**config.mk**
```make
export PLATFORM = sky130hd
export DESIGN_NAME = spmsp_top
export DESIGN_NICKNAME = d
export VERILOG_FILES = /design/src/logic/spmsp_pkg.sv /design/src/logic/spmsp_top.sv
export VERILOG_INCLUDE_DIRS = /design/src /design/src/logic
export SDC_FILE = /design/constraint.sdc
export NUM_CORES = 1
export LEC_CHECK = 0
export BUFFER_PORTS_ARGS = -buffer_cell sky130_fd_sc_hd__buf_2
export CAP_MARGIN = 20
export CORE_ASPECT_RATIO = 0.8
export CORE_UTILIZATION = 25
export DETAILED_ROUTE_END_ITERATION = 10
export GPL_TIMING_DRIVEN = 0
export MAX_ROUTING_LAYER = met4
export PLACE_DENSITY = 0.47
export SYNTH_ARGS = -nofsm -noshare
export SYNTH_HDL_FRONTEND = slang
export SYNTH_SLANG_ARGS = --single-unit
```
**constraint.sdc**
```tcl
create_clock -name SYS_CLK_I -period 3.95 [get_ports SYS_CLK_I]
set_clock_uncertainty 0.2 [all_clocks]
set_input_delay 0 -clock SYS_CLK_I [delete_from_list [all_inputs] [get_ports SYS_CLK_I]]
set_output_delay 0 -clock SYS_CLK_I [all_outputs]
set_load 0.05 [all_outputs]
```
**src/logic/spmsp_defines.svh**
```systemverilog
// Constants of the serial master/slave port
`ifndef SPMSP_DEFINES_SVH
`define SPMSP_DEFINES_SVH
`define SPMSP_DW 8
`define SPMSP_FIFO_DEPTH 32
`define SPMSP_FIFO_AW 5
`define SPMSP_LAST_BIT 4'h7
`define SPMSP_BITS 4'h8
`define SPMSP_EDGES 5'h10
`define SPMSP_TX_EMPTY_RST 1'b1
`define SPMSP_SEL_RST 1'b1
`define SPMSP_SYNC_SEL_RST 3'h7
`endif

```
**src/logic/spmsp_pkg.sv**
```systemverilog
// Types of the serial master/slave port
`include "spmsp_defines.svh"
package spmsp_pkg;
   // Transfer engine states
   typedef enum logic {
      ST_IDLE = 1'b0,
      ST_XFER = 1'b1
   } spmsp_st_t;
   // Configuration bits
   typedef struct packed {
      logic enable;
      logic master;
      logic clock_polarity;
      logic clock_phase;
      logic lsbf;
      logic bidir;
      logic bidir_oe;
      logic modf_en;
      logic ss_oe;
      logic [2:0] prescale;
      logic [2:0] rate;
   } spmsp_cfg_t;
   // Pin drive: value and enable
   typedef struct packed {
      logic sck_o;
      logic sck_oe;
      logic mosi_o;
      logic mosi_oe;
      logic miso_o;
      logic miso_oe;
      logic ss_n_o;
      logic ss_n_oe;
   } spmsp_pins_t;
   // Whole state of the port
   typedef struct packed {
      spmsp_st_t st;
      logic [`SPMSP_DW-1:0] sh;
      logic samp;
      logic [3:0] bits;
      logic [4:0] edges;
      logic [2:0] pre_cnt;
      logic [7:0] rate_cnt;
      logic tx_empty;
      logic [`SPMSP_DW-1:0] tx_buf;
      logic rx_full;
      logic [`SPMSP_DW-1:0] rx_buf;
      logic modf;
      logic [2:0] sck_s;
      logic [2:0] mosi_s;
      logic [2:0] miso_s;
      logic [2:0] ss_s;
      logic sck_f;
      logic mosi_f;
      logic miso_f;
      logic ss_f;
      spmsp_pins_t pins;
   } spmsp_state_t;
endpackage

```
**src/logic/spmsp_top.sv**
```systemverilog
// Serial master/slave port with transmit FIFO
//
// Functional notes
// Only master starts transfers; slave follows clock
// Shift out and in together, swap contents
// Far master holds select low while addressing
// Transmit buffer loads shifter at transfer start
// Full byte moves to receive buffer
// Master drives clock, MOSI out, MISO in
// Slave takes clock, MISO out, MOSI in
// Prescaler divides bus clock by 1..8
// Rate divides prescaler by 2..256
// Disabled port drives no pin
// Bidir master uses MOSI, frees MISO
// Bidir slave uses MISO, frees MOSI
// Bidir output enable sets data direction
// Slave always uses select as input
// Master without fault enable frees select
// Fault-enabled master: fault input or select out
// Port inactive in every stop mode
// Deep stop wake comes up in reset
// Light stop holds state unless reset
// Five 8-bit registers worth of control
// Disable aborts, empties, clears flags
// Polarity sets clock idle level
// Phase picks first edge mid or start
// Bit order MSB or LSB first
// Eight master clock pulses then idle
`timescale 1ns/100ps
`include "spmsp_defines.svh"

// Synchronous FIFO with flagged full and empty
module spmsp_fifo #(
   parameter int W = 8,
   parameter int D = 32,
   parameter int AW = 5
) (
   input wire logic clk_i,
   input wire logic arst_n_i,
   input wire logic ce_i,
   input wire logic flush_i,
   input wire logic in_valid_i,
   input wire logic [W-1:0] in_data_i,
   output logic in_ready_o,
   output logic out_valid_o,
   input wire logic out_ready_i,
   output logic [W-1:0] out_data_o
);
   // Pointers, fill level and flags
   typedef struct packed {
      logic [AW-1:0] wp;
      logic [AW-1:0] rp;
      logic [AW:0] cnt;
      logic full;
      logic empty;
   } spmsp_fifo_st_t;
   spmsp_fifo_st_t q; // Registered state
   spmsp_fifo_st_t d; // Next state
   logic [W-1:0] mem [D]; // Storage
   logic push; // Write taken
   logic pop; // Read taken

   assign push = in_valid_i & ~q.full;
   assign pop = out_ready_i & ~q.empty;
   assign in_ready_o = ~q.full;
   assign out_valid_o = ~q.empty;
   assign out_data_o = mem[q.rp];

   // Next pointers and flags
   always_comb begin
      d = q;
      if (flush_i) begin
         d.wp = '0;
         d.rp = '0;
         d.cnt = '0;
      end else begin
         if (push) begin
            d.wp = q.wp + AW'(1);
         end
         if (pop) begin
            d.rp = q.rp + AW'(1);
         end
         d.cnt = q.cnt + (AW+1)'(push) - (AW+1)'(pop);
      end
      d.full = (d.cnt == (AW+1)'(D));
      d.empty = (d.cnt == '0);
   end

   // State register
   always_ff @(posedge clk_i or negedge arst_n_i) begin
      if (!arst_n_i) begin
         q <= '0;
         q.empty <= 1'b1;
      end else if (ce_i) begin
         q <= d;
      end
   end

   // Storage write, no reset needed
   always_ff @(posedge clk_i) begin
      if (ce_i && push && !flush_i) begin
         mem[q.wp] <= in_data_i;
      end
   end
endmodule

// Port top: master/slave shifter, buffers, pin control
module spmsp_top
   import spmsp_pkg::*;
(
   input wire logic SYS_CLK_I,
   input wire logic ARST_N_I,
   input wire logic CLK_EN_I,
   input wire logic STOP_I,
   input wire spmsp_cfg_t CFG_I,
   input wire logic TX_VALID_I,
   input wire logic [`SPMSP_DW-1:0] TX_DATA_I,
   output logic TX_READY_O,
   output logic TX_EMPTY_O,
   output logic RX_FULL_O,
   output logic [`SPMSP_DW-1:0] RX_DATA_O,
   input wire logic RX_READ_I,
   output logic MODF_O,
   input wire logic MODF_CLR_I,
   input wire logic PIN_SCK_I,
   input wire logic PIN_MOSI_I,
   input wire logic PIN_MISO_I,
   input wire logic PIN_SS_N_I,
   output spmsp_pins_t PINS_O
);
   spmsp_cfg_t c; // Configuration alias, control bytes as plain ports
   spmsp_state_t q; // Registered state
   spmsp_state_t d; // Next state
   logic fifo_valid; // FIFO holds a byte
   logic [`SPMSP_DW-1:0] fifo_data; // FIFO head
   logic fifo_ready; // Buffer can take a byte
   logic fifo_take; // Byte moves to buffer
   logic lead; // Leading clock edge
   logic trail; // Trailing clock edge
   logic tick; // Master half-bit tick
   logic samp_e; // Sampling edge
   logic shift_e; // Shifting edge
   logic run; // Engine may act
   logic mfault; // Mode fault condition
   logic din; // Serial data in
   logic ob; // Serial data out
   logic [7:0] half_lim; // Rate stage limit
   logic [`SPMSP_DW-1:0] exp_rx; // Byte at completion

   assign c = CFG_I;

   // Shift one bit in, direction by bit order
   function automatic logic [7:0] shf(input logic [7:0] s, input logic b,
                                      input logic lsb);
      shf = lsb ? {b, s[7:1]} : {s[6:0], b};
   endfunction

   // Transmit FIFO ahead of the buffer
   spmsp_fifo #(
      .W(`SPMSP_DW),
      .D(`SPMSP_FIFO_DEPTH),
      .AW(`SPMSP_FIFO_AW)
   ) u_fifo (
      .clk_i(SYS_CLK_I),
      .arst_n_i(ARST_N_I),
      .ce_i(CLK_EN_I),
      .flush_i(~c.enable),
      .in_valid_i(TX_VALID_I),
      .in_data_i(TX_DATA_I),
      .in_ready_o(TX_READY_O),
      .out_valid_o(fifo_valid),
      .out_ready_i(fifo_ready),
      .out_data_o(fifo_data)
   );

   // Buffer pulls from FIFO when empty
   assign fifo_ready = c.enable & ~STOP_I & q.tx_empty;
   assign fifo_take = fifo_valid & fifo_ready;
   // Select pin as fault input
   assign mfault = c.master & c.modf_en & ~c.ss_oe & ~q.ss_f;
   // Data source per role and pin mode
   assign din = c.master ? (c.bidir ? q.mosi_f : q.miso_f)
                         : (c.bidir ? q.miso_f : q.mosi_f);
   // Slave acts only while selected
   assign run = (q.st == ST_XFER) & (c.master ? ~mfault : ~q.ss_f);
   // Half-bit count of prescaled ticks is 2^rate
   assign half_lim = (8'h01 << c.rate) - 8'h01;
   assign exp_rx = shf(q.sh, din, c.lsbf);

   // Next state of the whole port
   always_comb begin
      d = q;
      lead = 1'b0;
      trail = 1'b0;
      tick = 1'b0;
      ob = 1'b0;
      samp_e = 1'b0;
      shift_e = 1'b0;
      // Three-stage synchronisers
      d.sck_s = {q.sck_s[1:0], PIN_SCK_I};
      d.mosi_s = {q.mosi_s[1:0], PIN_MOSI_I};
      d.miso_s = {q.miso_s[1:0], PIN_MISO_I};
      d.ss_s = {q.ss_s[1:0], PIN_SS_N_I};
      // Accept a level once stages two and three agree
      if (q.sck_s[1] == q.sck_s[2]) begin
         d.sck_f = q.sck_s[2];
      end
      if (q.mosi_s[1] == q.mosi_s[2]) begin
         d.mosi_f = q.mosi_s[2];
      end
      if (q.miso_s[1] == q.miso_s[2]) begin
         d.miso_f = q.miso_s[2];
      end
      if (q.ss_s[1] == q.ss_s[2]) begin
         d.ss_f = q.ss_s[2];
      end
      if (!c.enable) begin
         // Disable aborts and resets the engine
         d.st = ST_IDLE;
         d.bits = 4'h0;
         d.edges = 5'h00;
         d.pre_cnt = 3'h0;
         d.rate_cnt = 8'h00;
         d.tx_empty = 1'b1;
         d.rx_full = 1'b0;
         d.modf = 1'b0;
      end else if (!STOP_I) begin
         // Software clears first so a new event wins
         if (RX_READ_I) begin
            d.rx_full = 1'b0;
         end
         if (MODF_CLR_I) begin
            d.modf = 1'b0;
         end
         // Buffer the next byte
         if (fifo_take) begin
            d.tx_empty = 1'b0;
            d.tx_buf = fifo_data;
         end
         if (c.master && mfault) begin
            // Another master drove select low
            d.modf = 1'b1;
            d.st = ST_IDLE;
         end else if (c.master) begin
            unique case (q.st)
               ST_IDLE: begin
                  // Master starts only with a byte waiting
                  if (!q.tx_empty) begin
                     d.sh = q.tx_buf;
                     d.tx_empty = 1'b1;
                     d.st = ST_XFER;
                     d.bits = 4'h0;
                     d.edges = 5'h00;
                     d.pre_cnt = 3'h0;
                     d.rate_cnt = 8'h00;
                  end
               end
               ST_XFER: begin
                  // Prescale by setting plus one
                  if (q.pre_cnt == c.prescale) begin
                     d.pre_cnt = 3'h0;
                     if (q.rate_cnt == half_lim) begin
                        d.rate_cnt = 8'h00;
                        tick = 1'b1;
                     end else begin
                        d.rate_cnt = q.rate_cnt + 8'h01;
                     end
                  end else begin
                     d.pre_cnt = q.pre_cnt + 3'h1;
                  end
                  if (tick) begin
                     // Sixteen edges, then a half bit at idle
                     if (q.edges == `SPMSP_EDGES) begin
                        d.st = ST_IDLE;
                     end else begin
                        d.edges = q.edges + 5'h01;
                        lead = ~q.edges[0];
                        trail = q.edges[0];
                     end
                  end
               end
            endcase
         end else if (q.ss_f) begin
            // Deselected slave waits
            d.st = ST_IDLE;
            d.bits = 4'h0;
         end else begin
            // Slave edges come from the pin, polarity undone
            lead = (d.sck_f != q.sck_f) & (d.sck_f ^ c.clock_polarity);
            trail = (d.sck_f != q.sck_f) & ~(d.sck_f ^ c.clock_polarity);
            // Load on select (phase 0) or first edge (phase 1)
            if (q.st == ST_IDLE && (!c.clock_phase || lead)) begin
               // Only a held byte is consumed, so a byte arriving now survives
               if (!q.tx_empty) begin
                  d.sh = q.tx_buf;
                  d.tx_empty = 1'b1;
               end
               d.st = ST_XFER;
               d.bits = 4'h0;
            end
         end
         // Sample on leading edge for phase 0
         samp_e = c.clock_phase ? trail : lead;
         shift_e = c.clock_phase ? lead : trail;
         // Shared shift engine
         if (run) begin
            if (samp_e) begin
               d.samp = din;
               d.bits = q.bits + 4'h1;
               if (q.bits == `SPMSP_LAST_BIT) begin
                  // Completed byte goes to the receive buffer
                  d.rx_buf = exp_rx;
                  d.rx_full = 1'b1;
                  if (!c.master && c.clock_phase) begin
                     d.st = ST_IDLE;
                  end
               end
            end
            if (shift_e && q.bits != 4'h0) begin
               if (q.bits == `SPMSP_BITS) begin
                  if (!c.master) begin
                     d.st = ST_IDLE;
                  end
               end else begin
                  d.sh = shf(q.sh, q.samp, c.lsbf);
               end
            end
         end
      end
      // Pin drive, released when disabled or stopped
      d.pins = '0;
      if (c.enable && !STOP_I) begin
         ob = c.lsbf ? d.sh[0] : d.sh[7];
         if (c.master) begin
            // Clock out, idle at polarity level
            d.pins.sck_oe = 1'b1;
            d.pins.sck_o = c.clock_polarity ^ ((d.st == ST_XFER) & d.edges[0]);
            // Bidir: MOSI shared, MISO freed
            d.pins.mosi_o = ob;
            d.pins.mosi_oe = c.bidir ? c.bidir_oe : 1'b1;
            // Automatic select output
            if (c.modf_en && c.ss_oe) begin
               d.pins.ss_n_oe = 1'b1;
               d.pins.ss_n_o = (d.st != ST_XFER);
            end
         end else begin
            // Slave drives MISO only while selected
            d.pins.miso_o = ob;
            d.pins.miso_oe = ~d.ss_f & (c.bidir ? c.bidir_oe : 1'b1);
         end
      end
   end

   // State register; deep stop wakes via reset
   always_ff @(posedge SYS_CLK_I or negedge ARST_N_I) begin
      if (!ARST_N_I) begin
         q <= '0;
         q.tx_empty <= `SPMSP_TX_EMPTY_RST;
         q.ss_s <= `SPMSP_SYNC_SEL_RST;
         q.ss_f <= `SPMSP_SEL_RST;
      end else if (CLK_EN_I) begin
         q <= d;
      end
   end

   // Outputs straight from state
   assign TX_EMPTY_O = q.tx_empty;
   assign RX_FULL_O = q.rx_full;
   assign RX_DATA_O = q.rx_buf;
   assign MODF_O = q.modf;
   assign PINS_O = q.pins;

   // Slave never drives the clock
   a_slave_no_clk:
   assert property (@(posedge SYS_CLK_I) disable iff (!ARST_N_I)
      (CLK_EN_I && !c.master) |=> !PINS_O.sck_oe)
   else $error("slave drives serial clock");

   // Disable empties buffers and releases pins; stop releases pins
   a_disable_clear:
   assert property (@(posedge SYS_CLK_I) disable iff (!ARST_N_I)
      (CLK_EN_I && !c.enable) |=> (TX_EMPTY_O && !RX_FULL_O && !MODF_O))
   else $error("disable left flags set");

   a_disable_pins:
   assert property (@(posedge SYS_CLK_I) disable iff (!ARST_N_I)
      (CLK_EN_I && !c.enable) |=> (PINS_O == '0))
   else $error("disabled port drives a pin");

   a_stop_release:
   assert property (@(posedge SYS_CLK_I) disable iff (!ARST_N_I)
      (CLK_EN_I && STOP_I) |=> (PINS_O == '0) && $stable(RX_DATA_O))
   else $error("port active in stop");

   // Completed byte appears in receive buffer
   a_rx_capture:
   assert property (@(posedge SYS_CLK_I) disable iff (!ARST_N_I)
      (CLK_EN_I && c.enable && !STOP_I && run && samp_e
       && q.bits == `SPMSP_LAST_BIT)
      |=> RX_FULL_O && RX_DATA_O == $past(exp_rx))
   else $error("received byte not captured");

   // Master start moves buffer into shifter
   a_tx_load:
   assert property (@(posedge SYS_CLK_I) disable iff (!ARST_N_I)
      (CLK_EN_I && c.enable && !STOP_I && c.master && !mfault
       && q.st == ST_IDLE && !q.tx_empty)
      |=> q.st == ST_XFER && q.sh == $past(q.tx_buf) && q.edges == 5'h00)
   else $error("buffer not loaded at start");

   // Master edge count bounded, clock idles at polarity
   a_master_edges:
   assert property (@(posedge SYS_CLK_I) disable iff (!ARST_N_I)
      (c.master && q.st == ST_XFER) |-> q.edges <= `SPMSP_EDGES)
   else $error("too many clock edges");

   a_clock_idle:
   assert property (@(posedge SYS_CLK_I) disable iff (!ARST_N_I)
      (CLK_EN_I && c.enable && !STOP_I && c.master && d.st == ST_IDLE)
      |=> PINS_O.sck_oe && PINS_O.sck_o == $past(c.clock_polarity))
   else $error("clock not at idle level");

   // Bidir master and bidir slave each use one data pin
   a_bidir_master:
   assert property (@(posedge SYS_CLK_I) disable iff (!ARST_N_I)
      (CLK_EN_I && c.enable && !STOP_I && c.master && c.bidir)
      |=> !PINS_O.miso_oe && PINS_O.mosi_oe == $past(c.bidir_oe))
   else $error("bidir master pin misuse");

   a_bidir_slave:
   assert property (@(posedge SYS_CLK_I) disable iff (!ARST_N_I)
      (CLK_EN_I && c.enable && !STOP_I && !c.master && c.bidir)
      |=> !PINS_O.mosi_oe && (PINS_O.miso_oe -> $past(c.bidir_oe)))
   else $error("bidir slave pin misuse");

   // Select pin free without fault enable
   a_ss_free:
   assert property (@(posedge SYS_CLK_I) disable iff (!ARST_N_I)
      (CLK_EN_I && c.master && !c.modf_en) |=> !PINS_O.ss_n_oe)
   else $error("select pin driven");
endmodule

```
==> impl_metrics.toml <==
[critical_path]
critPathTopFamily = "multiplexers"
worst-path-stages = 7
r2r_end = "q[39]"
start_kind = "register"
cp_num_buf_inv = 3
cp_max_fo = 10
path_cells = "clkbuf_1 -> buf_2 -> buf_1 -> mux4_2 -> mux4_2 -> mux2i_1 -> a21oi_1"
r2r_cells = 7
cp_common_cell = "mux4_2"
cpPeakStageDelay_ns = 0.67
path_class = "reg -> reg"
worst_setup_path_end_kind = "register"
crit_required_ns = 4.13
critPathCapture = "q[39]"
critPathArrivalTime_ns = 3.78
reg2reg_setup_slack_ns = 0.36
critPathSlowestCell = "buf_1"
reg2reg_from = "u_fifo.q[8]"
startpoint = "u_fifo.q[8]"

[synth]
syn_area_per_cell_um2 = 15.33
synthesis.area_mm2 = 0.01526
synth.distinct_cells = 74
postSynthCellCount = 995
synth_area_leader_cell = "edfxtp_1"
yosysWarnings = 0
seq_area_frac_synth_pct = 65.37
synth_edf_count = 256
yosysMostFrequentCell = "edfxtp_1"
synth_area_leaders = "edfxtp_1 50%, dfrtp_1 14%, mux4_2 12%"
synthArstFlopShare_pct = 26.22
ys_seq_elements = 347
synth_nets = 1050
synthFlopType = "edfxtp_1"
ys_top_cells_by_count = "256 x edfxtp_1, 90 x nor2_1, 85 x dfrtp_1"
synth_top_area_share_pct = 50.39

[floorplanning]
start_util_pct = 25.44
die-area_mm2 = 0.06202
core_area_mm2 = 0.05996
dieHeight_um = 223.0
row_count = 80
ioPinCount = 54
die_w_um = 278.2

[placement]
dp_hpwl_mm = 24.70
port_buffers = 50
pre_cts_slack_ns = 0.3457
place_congestion = 0.8292

[finish]
drive_gt1_share_pct = 21.05
nets = 1177
final_util_pct = 29.99
areaGrowthSynthToFinish_pct = 17.85

[min_path]
hold_path_class = "in -> reg"
hold_depth = 3

[clock_tree]
clockBufferDepth = 3
tritoncts = "built"
clk_latency_ns = 0.55
htreeDepth = 2
cts_root_buf = "clkbuf_16"
cts_sinks = 347
path_clk_slew_ns = 0.07
cts_buffers = 35

[power]
p_leak_nw = 6.157
finalPower_mw = 9.224
cellPowerDensity_mw_per_mm2 = 513.0
ir_drop_uv = 266.2

[sta]
setup_ws_ns = 0.3562
period_minus_slack_ns = 3.594
setup_viol = 0
min_period_over_period_pct = 90.98
setup_tns_ns = 0
maxSlewHeadroom_pct = 34.35
hold_viol = 0
rsz0062_at_grt = "no"
final_max_slew_viol_count = 0
max_freq_mhz = 278.3
worst_pin_slew_ns = 0.9848

[detailed_routing]
wl_per_cell_um = 19.21
via_count = 8931
viasPerCell = 4.639
drt-initial-drc-count = 769
drtAntennaViolNets = 0
dr.pass1.iters = 5
routed_wl_mm = 36.97
drc = 0

[global_route]
grt_pass1_vias = 8901
antenna_found_initial = 0
grt_pass1_wl_mm = 56.66
overflow = 0
grt.total_usage_pct = 12.35
grt_max_degree = 52

[run]
maxCapViolations = 0

[status]
status = "finished, final reports clean"
## flip-flops by register name, indices dropped and copies added (netlist names)
| register | count |
|---|---|
| MODF_O | 1 |
| PINS_O | 8 |
| RX_DATA_O | 8 |
| RX_FULL_O | 1 |
| TX_EMPTY_O | 1 |
| d | 8 |
| q | 46 |
| u_fifo.mem | 256 |
| u_fifo.q | 18 |
## per-layer routing
metal / GRT usage (%) / up-vias / routed length [um]
met5: - / - / 0
met2: 16.88 / 214 / 15400
met1: 18.63 / 4572 / 18880
met3: 2.377 / 55 / 2016
met4: 2.727 / 0 / 669
li1: - / 4090 / -
## cell usage in the layout (no fill, tap or decap), drive strengths merged, types with 10 or more instances in the layout
cell type,n
clkbuf,74
mux4,80
dfrtp,85
xnor2,11
nor2,90
nand2,52
o21ai,56
ha,20
clkinv,11
nand3,20
edfxtp,256
a21oi,41
mux2,24
dlygate4sd3,38
buf,85
inv,38
nand2b,10
mux2i,12
o22ai,11
## tightest hold or removal path, stage by stage
cell and delay [ns]:
dlygate4sd3_1 0.54, buf_2 0.10, mux2_2 0.13
## power by group
group          leakage (nW)  total (mW)  internal [mW]  switching, mW
sequential             3.47        4.29           4.13          0.167
combinational          2.18        1.73          0.757          0.969
clock                 0.511        3.20           1.77           1.43
total                  6.16        9.22           6.66           2.56
## worst min-delay path by stage
stage           endpoint  slack, ns        from
6_report           d[13]       0.07  PIN_SS_N_I
5_1_grt            d[13]       0.07  PIN_SS_N_I
4_1_cts            d[22]       0.06   PIN_SCK_I
3_5_place_dp   PINS_O[4]      -0.14    ARST_N_I
3_3_place_gp       d[16]       0.04  PIN_MISO_I
2_1_floorplan     MODF_O      -0.50    ARST_N_I
## repair_timing
action / CTS / global route
hold endpoints to repair: 383 / 0
buffers inserted: 0 / 0
gates resized for setup: 0 / 1
setup endpoints to repair: 0 / 1
hold buffers: 39 / 0
## metrics by stage
step                cell area, um^2  hold WS, ns  cells
global route                  17980      0.07087   1924
detailed placement            16510      -0.1413   1825
CTS                           17970      0.05966   1924
global placement              16480      0.03971   1824
finish                        17980      0.06929   1925
floorplan                     15260      -0.4956    995
## final cells by class
class | count | area [um^2]
multi-input combinational | 549 | 4836
clock inverter | 17 | 151.4
clock buffer | 43 | 905.9
tap | 779 | 974.7
sequential | 347 | 9972
buffer | 64 | 324.1
fill | 5954 | 41980
timing repair buffer | 90 | 680.7
inverter | 35 | 131.4
antenna | 1 | 2.502
## logic make-up (layout without fill, tap and decap cells)
family                     after synthesis  count (layout)  share of synthesized area [%]
adders and majority gates               22              22                          1.837
and+or+nand+nor                        232             232                          7.488
muxes                                  116             116                          14.57
other                                    0               1                              0
DFF                                    347             347                          65.37
buffers and inverters                   99             249                          2.985
xor gates and xnor gates                17              17                         0.9760
AOI/OAI and AO/OA                      162             162                          6.783
Note: power is estimated with default switching activity, not from simulation.
